--- src/rtl/spm_defines.vh ---
`ifndef SPM_DEFINES_VH
`define SPM_DEFINES_VH

// Register byte offsets
`define SPM_OFS_OPT        8'h00
`define SPM_OFS_PAD        8'h04
`define SPM_OFS_STAT       8'h08
`define SPM_OFS_DIV        8'h0c

// system_options_one fields
`define SPM_OPT_DBG_EN     0
`define SPM_OPT_RST_EN     1
`define SPM_OPT_EXTERNAL_TIMER_CLOCK_IN_EN    2
`define SPM_OPT_IRQ_EN     3
`define SPM_OPT_CMP_EN     4
`define SPM_OPT_W          5
`define SPM_OPT_RESET      5'h01

// Pad control fields
`define SPM_PAD_A5_PULL    0
`define SPM_PAD_A4_DRIVE   1
`define SPM_PAD_A4_SLEW    2
`define SPM_PAD_A4_DATA    3
`define SPM_PAD_W          4
`define SPM_PAD_RESET      4'h0

// Status fields
`define SPM_STAT_SINGLE_WIRE_DEBUG_PIN      0
`define SPM_STAT_A5_OWN    1
`define SPM_STAT_A4_OWN    3
`define SPM_STAT_A5_LVL    5
`define SPM_STAT_A4_LVL    6

// Debug clock divider
`define SPM_DIV_W          8
`define SPM_DIV_RESET      8'h00

// Debug clocks per bit time on the single wire
`define SPM_BIT_CYCLES     16
`define SPM_BIT_LAST       4'hf

// Owner codes: port, first, second, third alternate
`define SPM_OWN_PORT       2'h0
`define SPM_OWN_ALT1       2'h1
`define SPM_OWN_ALT2       2'h2
`define SPM_OWN_ALT3       2'h3

`endif

--- src/rtl/spm_mux.v ---
// Local design decisions: register access over APB and the register offsets.
`include "spm_defines.vh"

module spm_mux #(
	parameter DIV_W = `SPM_DIV_W
) (
	input  wire        clk,
	input  wire        rst,
	input  wire        por_rst,
	input  wire        force_rst,
	input  wire        psel,
	input  wire        penable,
	input  wire        pwrite,
	input  wire [7:0]  paddr,
	input  wire [31:0] pwdata,
	output reg  [31:0] prdata,
	output reg         pready,
	output reg         pslverr,
	input  wire        a5_pin_in,
	output reg         a5_pin_out,
	output reg         a5_pin_oe,
	output reg         a5_pullup,
	output reg         a5_hyst,
	input  wire        a4_pin_in,
	output reg         a4_pin_out,
	output reg         a4_pin_oe,
	output reg         a4_pullup,
	output reg         a4_hyst,
	output reg         a4_drive_hi,
	output reg         a4_slew_en,
	input  wire        comparator_output_alt,
	input  wire        dbg_drive_low,
	input  wire        dbg_speedup,
	output reg         dbg_rx,
	output reg         dbg_clk_en,
	output reg         dbg_bit_strobe,
	output reg         single_wire_debug_pin_mode,
	output reg         ext_reset_req,
	output reg         irq_request_level,
	output reg         branch_irq_level,
	output reg         external_timer_clock_in,
	output reg         input_only_port_bit
);

	function [1:0] own_of;
		input alt1;
		input alt2;
		input alt3;
		begin
			if (alt3)
				own_of = `SPM_OWN_ALT3;
			else if (alt2)
				own_of = `SPM_OWN_ALT2;
			else if (alt1)
				own_of = `SPM_OWN_ALT1;
			else
				own_of = `SPM_OWN_PORT;
		end
	endfunction

	reg  [`SPM_OPT_W-1:0] opt_q;
	reg  [`SPM_PAD_W-1:0] pad_q;
	reg  [DIV_W-1:0]      div_q;
	reg  [DIV_W-1:0]      div_cnt_q;
	reg  [3:0]            bit_cnt_q;
	reg                   in_reset_q;
	reg                   in_reset2_q;
	reg                   mode_kind_q;
	wire [1:0]            pin_lvl;
	reg  [31:0]           rdata_d;
	reg                   hit_d;
	wire [1:0]            pin_raw;
	wire                  a5_lvl;
	wire                  a4_lvl;
	wire                  wr_en;
	wire                  setup;
	wire [1:0]            a5_own;
	wire [1:0]            a4_own;
	wire                  div_hit;
	wire                  mode_judge;

	assign pin_raw = {a4_pin_in, a5_pin_in};
	assign a5_lvl  = pin_lvl[0];
	assign a4_lvl  = pin_lvl[1];
	assign setup   = psel && !penable;
	assign wr_en   = psel && penable && pready && pwrite && !pslverr;
	assign mode_judge = in_reset2_q && !in_reset_q && !rst;

	// Three-stage pin synchronisers, level moves when stages two and three agree
	// No reset: the pins must stay visible while reset is held
	genvar gi;
	generate
		for (gi = 0; gi < 2; gi = gi + 1) begin : g_sync
			reg [2:0] sync_q;
			reg       lvl_q;
			always @(posedge clk) begin
				sync_q <= {sync_q[1:0], pin_raw[gi]};
				if (sync_q[1] == sync_q[2])
					lvl_q <= sync_q[2];
			end
			assign pin_lvl[gi] = lvl_q;
		end
	endgenerate

	// Priority owners
	assign a5_own = own_of(opt_q[`SPM_OPT_IRQ_EN], opt_q[`SPM_OPT_EXTERNAL_TIMER_CLOCK_IN_EN],
		opt_q[`SPM_OPT_RST_EN]);
	assign a4_own = own_of(opt_q[`SPM_OPT_CMP_EN], opt_q[`SPM_OPT_DBG_EN],
		rst);

	// Register file
	always @(posedge clk) begin
		if (rst) begin
			opt_q[`SPM_OPT_DBG_EN]  <= 1'b1;
			opt_q[`SPM_OPT_EXTERNAL_TIMER_CLOCK_IN_EN] <= 1'b0;
			opt_q[`SPM_OPT_IRQ_EN]  <= 1'b0;
			opt_q[`SPM_OPT_CMP_EN]  <= 1'b0;
			if (por_rst)
				opt_q[`SPM_OPT_RST_EN] <= 1'b0;
			pad_q <= `SPM_PAD_RESET;
			div_q <= `SPM_DIV_RESET;
		end else if (wr_en) begin
			case (paddr)
				`SPM_OFS_OPT: begin
					opt_q <= pwdata[`SPM_OPT_W-1:0];
				end
				`SPM_OFS_PAD: begin
					pad_q <= pwdata[`SPM_PAD_W-1:0];
				end
				`SPM_OFS_DIV: begin
					div_q <= pwdata[DIV_W-1:0];
				end
				default: begin
					opt_q <= opt_q;
				end
			endcase
		end
	end

	// Read decode
	always @* begin
		rdata_d = 32'h00000000;
		hit_d   = 1'b1;
		case (paddr)
			`SPM_OFS_OPT: begin
				rdata_d[`SPM_OPT_W-1:0] = opt_q;
			end
			`SPM_OFS_PAD: begin
				rdata_d[`SPM_PAD_W-1:0] = pad_q;
			end
			`SPM_OFS_STAT: begin
				rdata_d[`SPM_STAT_SINGLE_WIRE_DEBUG_PIN]        = single_wire_debug_pin_mode;
				rdata_d[`SPM_STAT_A5_OWN+1 -: 2] = a5_own;
				rdata_d[`SPM_STAT_A4_OWN+1 -: 2] = a4_own;
				rdata_d[`SPM_STAT_A5_LVL]      = a5_lvl;
				rdata_d[`SPM_STAT_A4_LVL]      = a4_lvl;
			end
			`SPM_OFS_DIV: begin
				rdata_d[DIV_W-1:0] = div_q;
			end
			default: begin
				hit_d = 1'b0;
			end
		endcase
	end

	// APB answer, one access cycle
	always @(posedge clk) begin
		if (rst) begin
			pready  <= 1'b0;
			pslverr <= 1'b0;
			prdata  <= 32'h00000000;
		end else begin
			pready  <= setup;
			pslverr <= setup && !hit_d;
			if (setup)
				prdata <= (hit_d && !pwrite) ? rdata_d : 32'h00000000;
		end
	end

	// Reset release pipeline
	always @(posedge clk) begin
		in_reset_q  <= rst;
		in_reset2_q <= in_reset_q;
	end

	// Reset kind sampled while reset is held
	always @(posedge clk) begin
		if (rst)
			mode_kind_q <= por_rst || force_rst;
	end

	// Pin level judged two edges after release, once synchronised
	always @(posedge clk) begin
		if (rst && por_rst)
			single_wire_debug_pin_mode <= 1'b0;
		else if (mode_judge)
			single_wire_debug_pin_mode <= mode_kind_q && !a4_lvl;
	end

	// Debug clock enable and bit time strobe
	assign div_hit = (div_cnt_q >= div_q);

	always @(posedge clk) begin
		if (rst) begin
			div_cnt_q  <= {DIV_W{1'b0}};
			dbg_clk_en <= 1'b0;
		end else begin
			dbg_clk_en <= div_hit;
			if (div_hit)
				div_cnt_q <= {DIV_W{1'b0}};
			else
				div_cnt_q <= div_cnt_q + {{(DIV_W-1){1'b0}}, 1'b1};
		end
	end

	// Bit time strobe
	always @(posedge clk) begin
		if (rst) begin
			bit_cnt_q      <= 4'h0;
			dbg_bit_strobe <= 1'b0;
		end else begin
			dbg_bit_strobe <= 1'b0;
			if (div_hit && bit_cnt_q == `SPM_BIT_LAST) begin
				bit_cnt_q      <= 4'h0;
				dbg_bit_strobe <= 1'b1;
			end else if (div_hit) begin
				bit_cnt_q <= bit_cnt_q + 4'h1;
			end
		end
	end

	// Shared input-only pin: reset, timer clock, interrupt, port
	always @(posedge clk) begin
		if (rst) begin
			a5_pin_out              <= 1'b0;
			a5_pin_oe               <= 1'b0;
			a5_pullup               <= 1'b0;
			a5_hyst                 <= 1'b0;
			ext_reset_req           <= 1'b0;
			irq_request_level       <= 1'b1;
			branch_irq_level        <= 1'b1;
			external_timer_clock_in <= 1'b0;
			input_only_port_bit     <= 1'b1;
		end else begin
			a5_pin_out          <= 1'b0;
			a5_pin_oe           <= 1'b0;
			input_only_port_bit <= a5_lvl;
			ext_reset_req       <= 1'b0;
			irq_request_level   <= 1'b1;
			branch_irq_level    <= 1'b1;
			external_timer_clock_in <= 1'b0;
			a5_hyst             <= 1'b0;
			a5_pullup           <= pad_q[`SPM_PAD_A5_PULL];
			case (a5_own)
				`SPM_OWN_ALT3: begin
					a5_pullup     <= 1'b1;
					a5_hyst       <= 1'b1;
					ext_reset_req <= !a5_lvl;
				end
				`SPM_OWN_ALT2: begin
					external_timer_clock_in <= a5_lvl;
				end
				`SPM_OWN_ALT1: begin
					irq_request_level <= a5_lvl;
					branch_irq_level  <= a5_lvl;
				end
				default: begin
					a5_hyst <= 1'b0;
				end
			endcase
		end
	end

	// Mode/debug pin: mode select, debug, comparator, output-only port
	always @(posedge clk) begin
		if (rst) begin
			a4_pin_out  <= 1'b0;
			a4_pin_oe   <= 1'b0;
			a4_pullup   <= 1'b1;
			a4_hyst     <= 1'b1;
			a4_drive_hi <= 1'b0;
			a4_slew_en  <= 1'b0;
			dbg_rx      <= 1'b1;
		end else begin
			dbg_rx <= 1'b1;
			case (a4_own)
				`SPM_OWN_ALT2: begin
					a4_pin_out  <= dbg_speedup;
					a4_pin_oe   <= dbg_drive_low || dbg_speedup;
					a4_pullup   <= 1'b1;
					a4_hyst     <= 1'b1;
					a4_drive_hi <= 1'b0;
					a4_slew_en  <= 1'b0;
					dbg_rx      <= a4_lvl;
				end
				`SPM_OWN_ALT1: begin
					a4_pin_out  <= comparator_output_alt;
					a4_pin_oe   <= 1'b1;
					a4_pullup   <= 1'b0;
					a4_hyst     <= 1'b0;
					a4_drive_hi <= pad_q[`SPM_PAD_A4_DRIVE];
					a4_slew_en  <= pad_q[`SPM_PAD_A4_SLEW];
				end
				default: begin
					a4_pin_out  <= pad_q[`SPM_PAD_A4_DATA];
					a4_pin_oe   <= 1'b1;
					a4_pullup   <= 1'b0;
					a4_hyst     <= 1'b0;
					a4_drive_hi <= pad_q[`SPM_PAD_A4_DRIVE];
					a4_slew_en  <= pad_q[`SPM_PAD_A4_SLEW];
				end
			endcase
		end
	end

endmodule // spm_mux

--- config.mk ---
export PLATFORM = sky130hd
export DESIGN_NAME = spm_mux
export DESIGN_NICKNAME = d
export VERILOG_FILES = /design/src/rtl/spm_mux.v
export VERILOG_INCLUDE_DIRS = /design/src /design/src/rtl
export SDC_FILE = /design/constraint.sdc
export NUM_CORES = 1
export LEC_CHECK = 0
export ABC_AREA = 1
export BUFFER_PORTS_ARGS = -buffer_cell sky130_fd_sc_hd__buf_2
export CAP_MARGIN = 0
export CORE_UTILIZATION = 45
export CTS_CLUSTER_DIAMETER = 30
export DETAILED_ROUTE_END_ITERATION = 10
export PLACE_DENSITY = 0.73
export REMOVE_ABC_BUFFERS = 1
export SETUP_SLACK_MARGIN = 0.1
export SLEW_MARGIN = 20
export SYNTH_ARGS = -nofsm -noshare
export SYNTH_HDL_FRONTEND = slang
export SYNTH_SLANG_ARGS = --single-unit
--- constraint.sdc ---
create_clock -name clk -period 1.8 [get_ports clk]
set_clock_uncertainty 0.1 [all_clocks]
set_input_delay 0.27 -clock clk [delete_from_list [all_inputs] [get_ports clk]]
set_output_delay 0.27 -clock clk [all_outputs]
set_load 0.005 [all_outputs]
==> flow_summary.yaml, run 1 <==
cells_and_area:
  fillers: 625
  drive_above_1_share_pct: 25.2
  utilization_pct: 55.5
  fin_nets: 503
  antenna_cells: 0
  area_growth_pct: 16.6
yosys:
  synth_cell_types: 37
  seq_area_frac_synth_pct: 43.6
  synth_top_area_cell: "dfxtp_1"
  synthCells: 377
  ys_seq_elements: 65
  synth.area.top_cells: "dfxtp_1 40%, nand2_1 7.2%, buf_4 7.1%, nor2_1 6.1%, inv_1 5.5%"
  synth_area_per_cell_um2: 8.15
  synth_top_area_share_pct: 39.7
  yosysWarnings: 0
  synth_area_um2: 3070
grt:
  grt_pass1_vias: 2270
  antenna_found_initial: 0
  gr-total-overflow: 0
  grt_max_degree: 21
  track_usage_pct: 17.4
  grt_first_pass_wirelength_um: 9780
timing:
  drv_slew: 0
  setup_ws_ps: 233
  fin_hold_ws_ps: 71.2
  hold_viol: 0
  tns_ps: 0
  timing.final.crit_share_pct: 87.1
  grt_setup_unrepaired: "false"
  fmax_ghz: 0.638
  min_period_ps: 1570
  setup_viol: 0
route:
  wire_per_inst_um: 11.6
  avgViaCountPerCell: 4.74
  num_vias: 2472
  detail_route.wirelength_um: 6030
  ant_nets: 0
  drtIter0Drc: 145
  remaining_drc_errors: 0
  drt_pre_antenna_iters: 6
pwr:
  power.density_nw_per_um2: 792
  p_leak_nw: 1.76
  ir_drop_uv: 374
worst_hold_path:
  hold_depth: 3
  min_path_type: "in -> reg"
cts:
  clk_latency_ps: 340
  cts_setup_buffers: 0
  cts_tree: "built"
  cts_made_buffers: 9
  cts.sinks: 65
  cts_buffer_depth: 2
  htree_levels: 3
  cts-root-buf: "clkbuf_8"
  clk_pin_slew_ps: 70
setup_path:
  path_cells: "inv_1, nor2_1, nand2_4, nor3_4, nand2_1, nand2_1"
  crit_top_cell: "nand2_1"
  critical_path_buf_inv_count: 1
  path_max_fanout: 7
  path_delay_family: "simple AND/OR/NAND/NOR gates"
  required_ps: 1750
  cp_slowest_cell: "dfxtp_1"
  crit_arrival_ps: 1520
  path_class: "reg -> reg"
  end_kind: "flop"
  r2r_cells: 6
  critPathLaunchType: "flop"
  cp_num_cells: 6
  cp_slowest_stage_delay_ps: 330
floorplan:
  start_util_pct: 47.6
  die_h_um: 84.6
  core_area_um2: 6460
  num_io_pins: 105
  die_w_um: 84.6
  die_area_um2: 7160
  row_count: 29
placement:
  dp_slack_ps: 135
  gp_congestion: 0.784
  dp_hpwl_um: 4510
  io_buffers: 54
flow_run:
  cap_viol_max_count: 0
outcome:
  status: "finished, final reports clean"
==> power breakdown <==
part | internal, W | leakage (nW) | switching (W) | total (W)
registers | 0.00149 | 0.540 | 0.0000199 | 0.00151
logic | 0.0000683 | 1.13 | 0.000110 | 0.000178
clock network | 0.000634 | 0.0941 | 0.000517 | 0.00115
total | 0.00219 | 1.76 | 0.000647 | 0.00284
==> synthesized netlist by cell type <==
cell type / count
nand3b_1: 2
nor3_1: 5
inv_2: 2
buf_12: 1
nor4_1: 1
a21oi_1: 13
o21ai_1: 2
xor2_1: 3
or2_2: 3
buf_4: 29
o21ai_0: 24
nand3_4: 1
buf_1: 2
buf_6: 1
nor2_8: 1
nor3_4: 2
and3_1: 1
nand2_4: 4
nand2_1: 59
nor2_2: 1
inv_1: 45
edfxtp_1: 4
nor2_4: 3
a211oi_2: 4
clkinv_1: 1
nand3_1: 23
and2_4: 1
clkbuf_1: 1
o21a_1: 1
conb_1: 1
nand2_2: 4
dfxtp_1: 61
ha_1: 12
a221oi_1: 1
nand4_1: 2
nor2_1: 50
xnor2_1: 6
==> through the flow <==
step,total power [W],cells,area (um^2)
finish,0.00284,521,3580
floorplan,0.00163,368,2910
detailed placement,0.00171,503,3300
global route,0.00295,521,3580
global placement,0.00171,503,3300
CTS,0.00287,521,3500
==> final cells by class <==
class                   count  area (um^2)  share of cell area [%]
clock buffers              12          135                    3.77
clock inverters             4         45.0                    1.26
inverters                  48          180                    5.03
multi-input cells         255         1460                    40.7
flip-flops and latches     65         1350                    37.6
well taps                  77         96.3                    2.69
repair buffers             60          320                    8.94
==> registers in the layout, summed over array words and instances (netlist names), 4 cells and up <==
| name | cells |
|---|---|
| div_q | 8 |
| bit_cnt_q | 4 |
| pad_q | 4 |
| prdata | 8 |
| div_cnt_q | 8 |
| opt_q | 5 |
| g_sync.sync_q | 6 |
==> worst register-to-register path, stage by stage (launching register included) <==
cell and delay, ps:
dfxtp_1 330, inv_1 40, nor2_1 180, nand2_4 170
nor3_4 230, nand2_1 130, nand2_1 100
==> cells by family (layout without fill, tap and decap cells) <==
family,after synthesis,count (layout),synth area share (%)
simple gates,163,163,25.9
buf+inv,82,124,14.3
flops,65,65,43.6
compound gates,45,45,8.51
fa+ha+maj,12,12,4.89
xor+xnor,9,9,2.57
other cells,1,26,0.122
==> final timing paths <==
path | startpoint | end | slack, ps
max | pready | opt_q[1] | 230
max reg2reg | pready | opt_q[1] | 230
min reg2reg | g_sync[1].sync_q[0] | g_sync[1].sync_q[1] | 230
min | dbg_drive_low | a4_pin_oe | 70
==> timing repair <==
action | 4_1_cts | 5_1_grt
endpoints found under the hold margin | 2 | 0
resized for setup | 0 | 17
endpoints found under the setup margin | 0 | 13
hold buffers | 2 | 0
==> metal layers <==
metal  vias to the layer above  part of all wire [%]  track usage [%]
met5                         -                     0                0
met1                      1098                    44             20.3
met4                         0                   2.6             10.2
met3                        16                   5.5             3.93
li1                       1265                     -                -
met2                        93                    48             29.4
==> layout by cell type, fill, tap and decap left out, types with 2 or more instances in the layout <==
master / instances
edfxtp_1: 4
ha_1: 8
nand2_1: 57
a21oi_1: 11
nand3_1: 23
inv_2: 4
conb_1: 26
xnor2_1: 6
clkbuf_8: 9
buf_4: 4
nand4_1: 2
dfxtp_1: 57
clkinv_2: 3
ha_4: 4
or2_2: 3
inv_1: 43
a21oi_2: 2
nand2_4: 6
nand3b_1: 2
nand2_2: 4
o21ai_0: 24
dfxtp_2: 4
a211oi_2: 4
buf_2: 54
dlygate4sd3_1: 2
nor3_4: 2
nor2_4: 3
o21ai_1: 2
nor2_1: 49
clkbuf_1: 3
nor3_1: 5
nor2_2: 2
xor2_1: 3
Power figures use the tool's default switching activity.
==> run 2: changes to the inputs <==
--- a/config.mk
+++ b/config.mk
@@ -9,6 +9,8 @@
 export ABC_AREA = 1
 export BUFFER_PORTS_ARGS = -buffer_cell sky130_fd_sc_hd__buf_2
 export CAP_MARGIN = 0
+export CORE_ASPECT_RATIO = 0.6
+export CORE_MARGIN = 5
 export CORE_UTILIZATION = 45
 export CTS_CLUSTER_DIAMETER = 30
 export DETAILED_ROUTE_END_ITERATION = 10
==> run 2 against run 1 <==
Register-to-register slack hardly changed. Clock power is 79% higher. Sequential power hardly changed. Die area is 21% higher. Highest routed layer unchanged. Via count is 0.85% higher. Combinational power is 3% higher. Routed wire length is 11% higher. Global-route usage is 1.7 points lower. Setup slack worse by 5.6 ps. Critical path depth is 3 higher. Sequential cell count stayed put.
==> flow_summary.yaml, run 2 (synthesis gave the netlist of run 1 again) <==
pwr:
  ir_drop_uv: 570
  p_leak_nw: 1.85
  p_total_w: 0.00376
  power.density_nw_per_um2: 990
cells_and_area:
  layoutNonFillerInstCount: 532
  fin_nets: 504
  layout_commonest_cell: "nand2_1"
  largestRegisters: "div_cnt_q (8), div_q (8), prdata (8)"
  mostFrequentLayoutCells: "57 x nand2_1, 55 x dfxtp_1, 54 x buf_2, 49 x nor2_1, 42 x inv_1"
  fillers: 595
  drive_above_1_share_pct: 26.7
  utilization_pct: 57.1
  antenna_cells: 0
  area_growth_pct: 23.5
grt:
  grt_first_pass_wirelength_um: 10400
  grt_util_met1_pct: 20.4
  antenna_found_initial: 0
  grtUsageMet3_pct: 5.85
  grt_max_degree: 24
  track_usage_pct: 15.8
  gr-total-overflow: 0
  globalRouteMet2Util_pct: 23.8
  gr-max-usage-layer: "met2"
  grt_pass1_vias: 2204
floorplan:
  start_util_pct: 46.2
  die_area_um2: 8640
  die_h_um: 74.0
  core_area_um2: 6650
  die_w_um: 117
  row_count: 23
  num_io_pins: 105
placement:
  io_buffers: 54
  gp_congestion: 0.891
  dp_slack_ps: 45.3
  dp_hpwl_um: 5010
  placed_cells: 512
route:
  avgViaCountPerCell: 4.69
  drtIter0Drc: 127
  ant_nets: 0
  remaining_drc_errors: 0
  num_vias: 2493
  drt_pre_antenna_iters: 4
  detail_route.wirelength_um: 6680
  wire_per_inst_um: 12.6
timing:
  min_period_ps: 1570
  drv_slew: 0
  tns_ps: 0
  timing.final.crit_share_pct: 87.4
  grt_setup_unrepaired: "false"
  setup_viol: 0
  setup_ws_ps: 227
  hold_viol: 0
  fmax_ghz: 0.636
cts:
  clk_pin_slew_ps: 60
  htree_levels: 3
  cts_made_buffers: 9
  cts_buffer_depth: 2
  cts-root-buf: "clkbuf_16"
  clk_latency_ps: 330
  cts_tree: "built"
  cts.sinks: 65
setup_path:
  path_class: "reg -> reg"
  critPathLaunchType: "flop"
  r2r-end: "bit_cnt_q[0]"
  ff2ff_setup_slack_ps: 230
  end_kind: "flop"
  required_ps: 1970
  r2r_cells: 9
  critPathCapture: "bit_cnt_q[0]"
  crit_arrival_ps: 1740
  cp-startpoint: "div_q[7]"
  rr_startpoint: "div_q[7]"
  path_max_fanout: 4
worst_hold_path:
  min_path_type: "in -> reg"
  hold_depth: 3
  min-delay-start: "dbg_drive_low"
outcome:
  status: "finished, final reports clean"
flow_run:
  cap_viol_max_count: 0
run 2: cell types whose count changed in the layout (fill, tap and decap cells not counted), sizes merged:
| cell | previous run | this run |
|---|---|---|
| clkbuf | 12 | 10 |
| buf | 58 | 59 |
| bufinv | 1 | 3 |
run 2: what timing repair did:
action                                  CTS  global route
buffers inserted                          1             1
endpoints found under the setup margin   11            12
resized for setup                         1            20
hold buffers                              2             0
pin swaps                                 1             9
hold endpoints to repair                  2             0
run 2: where the power goes:
group          switching (W)  internal (W)  total [W]  leakage [nW]
registers          0.0000209       0.00149    0.00151         0.541
logic               0.000114     0.0000688   0.000183          1.13
clock network       0.000626       0.00144    0.00206         0.178
run 2: worst min path at each step:
stage                                      to  slack [ps]
final                               a4_pin_oe          80
after global routing                 opt_q[4]          90
after CTS                           a4_pin_oe          70
after detailed placement  g_sync[0].sync_q[1]         220
after global placement    g_sync[0].sync_q[1]         210
after floorplan           g_sync[0].sync_q[0]         200
run 2: per-stage QoR:
stage	instance area, um^2	hold slack (ps)
6_report	3790	77.4
3_3_place_gp	3310	213
3_5_place_dp	3310	216
2_1_floorplan	2910	198
5_1_grt	3790	91.6
4_1_cts	3700	71.9
run 2: worst max-delay path, stage by stage, from the launching register on:
cell and delay (ps):
dfxtp_2 340, inv_1 50, ha_1 300, a21oi_1 130
o21a_1 190, buf_4 150, nand3_1 70, nand2_1 70
inv_1 30, nor2_1 70
run 2: area by class of cell:
cell class / instances / area (um^2) / area share, %
Clock buffer: 10 / 250 / 6.60
Clock inverter: 6 / 113 / 2.97
Inverter: 48 / 180 / 4.75
Multi-Input combinational cell: 255 / 1460 / 38.5
Sequential cell: 65 / 1350 / 35.6
Tap cell: 87 / 109 / 2.87
Timing Repair Buffer: 61 / 332 / 8.74
run 2: layer usage:
metal | share of wire [%] | up-vias
li1 | - | 1274
met1 | 45 | 1118
met2 | 43 | 90
met4 | 2.0 | 0
met5 | 0 | -
met3 | 9.8 | 11
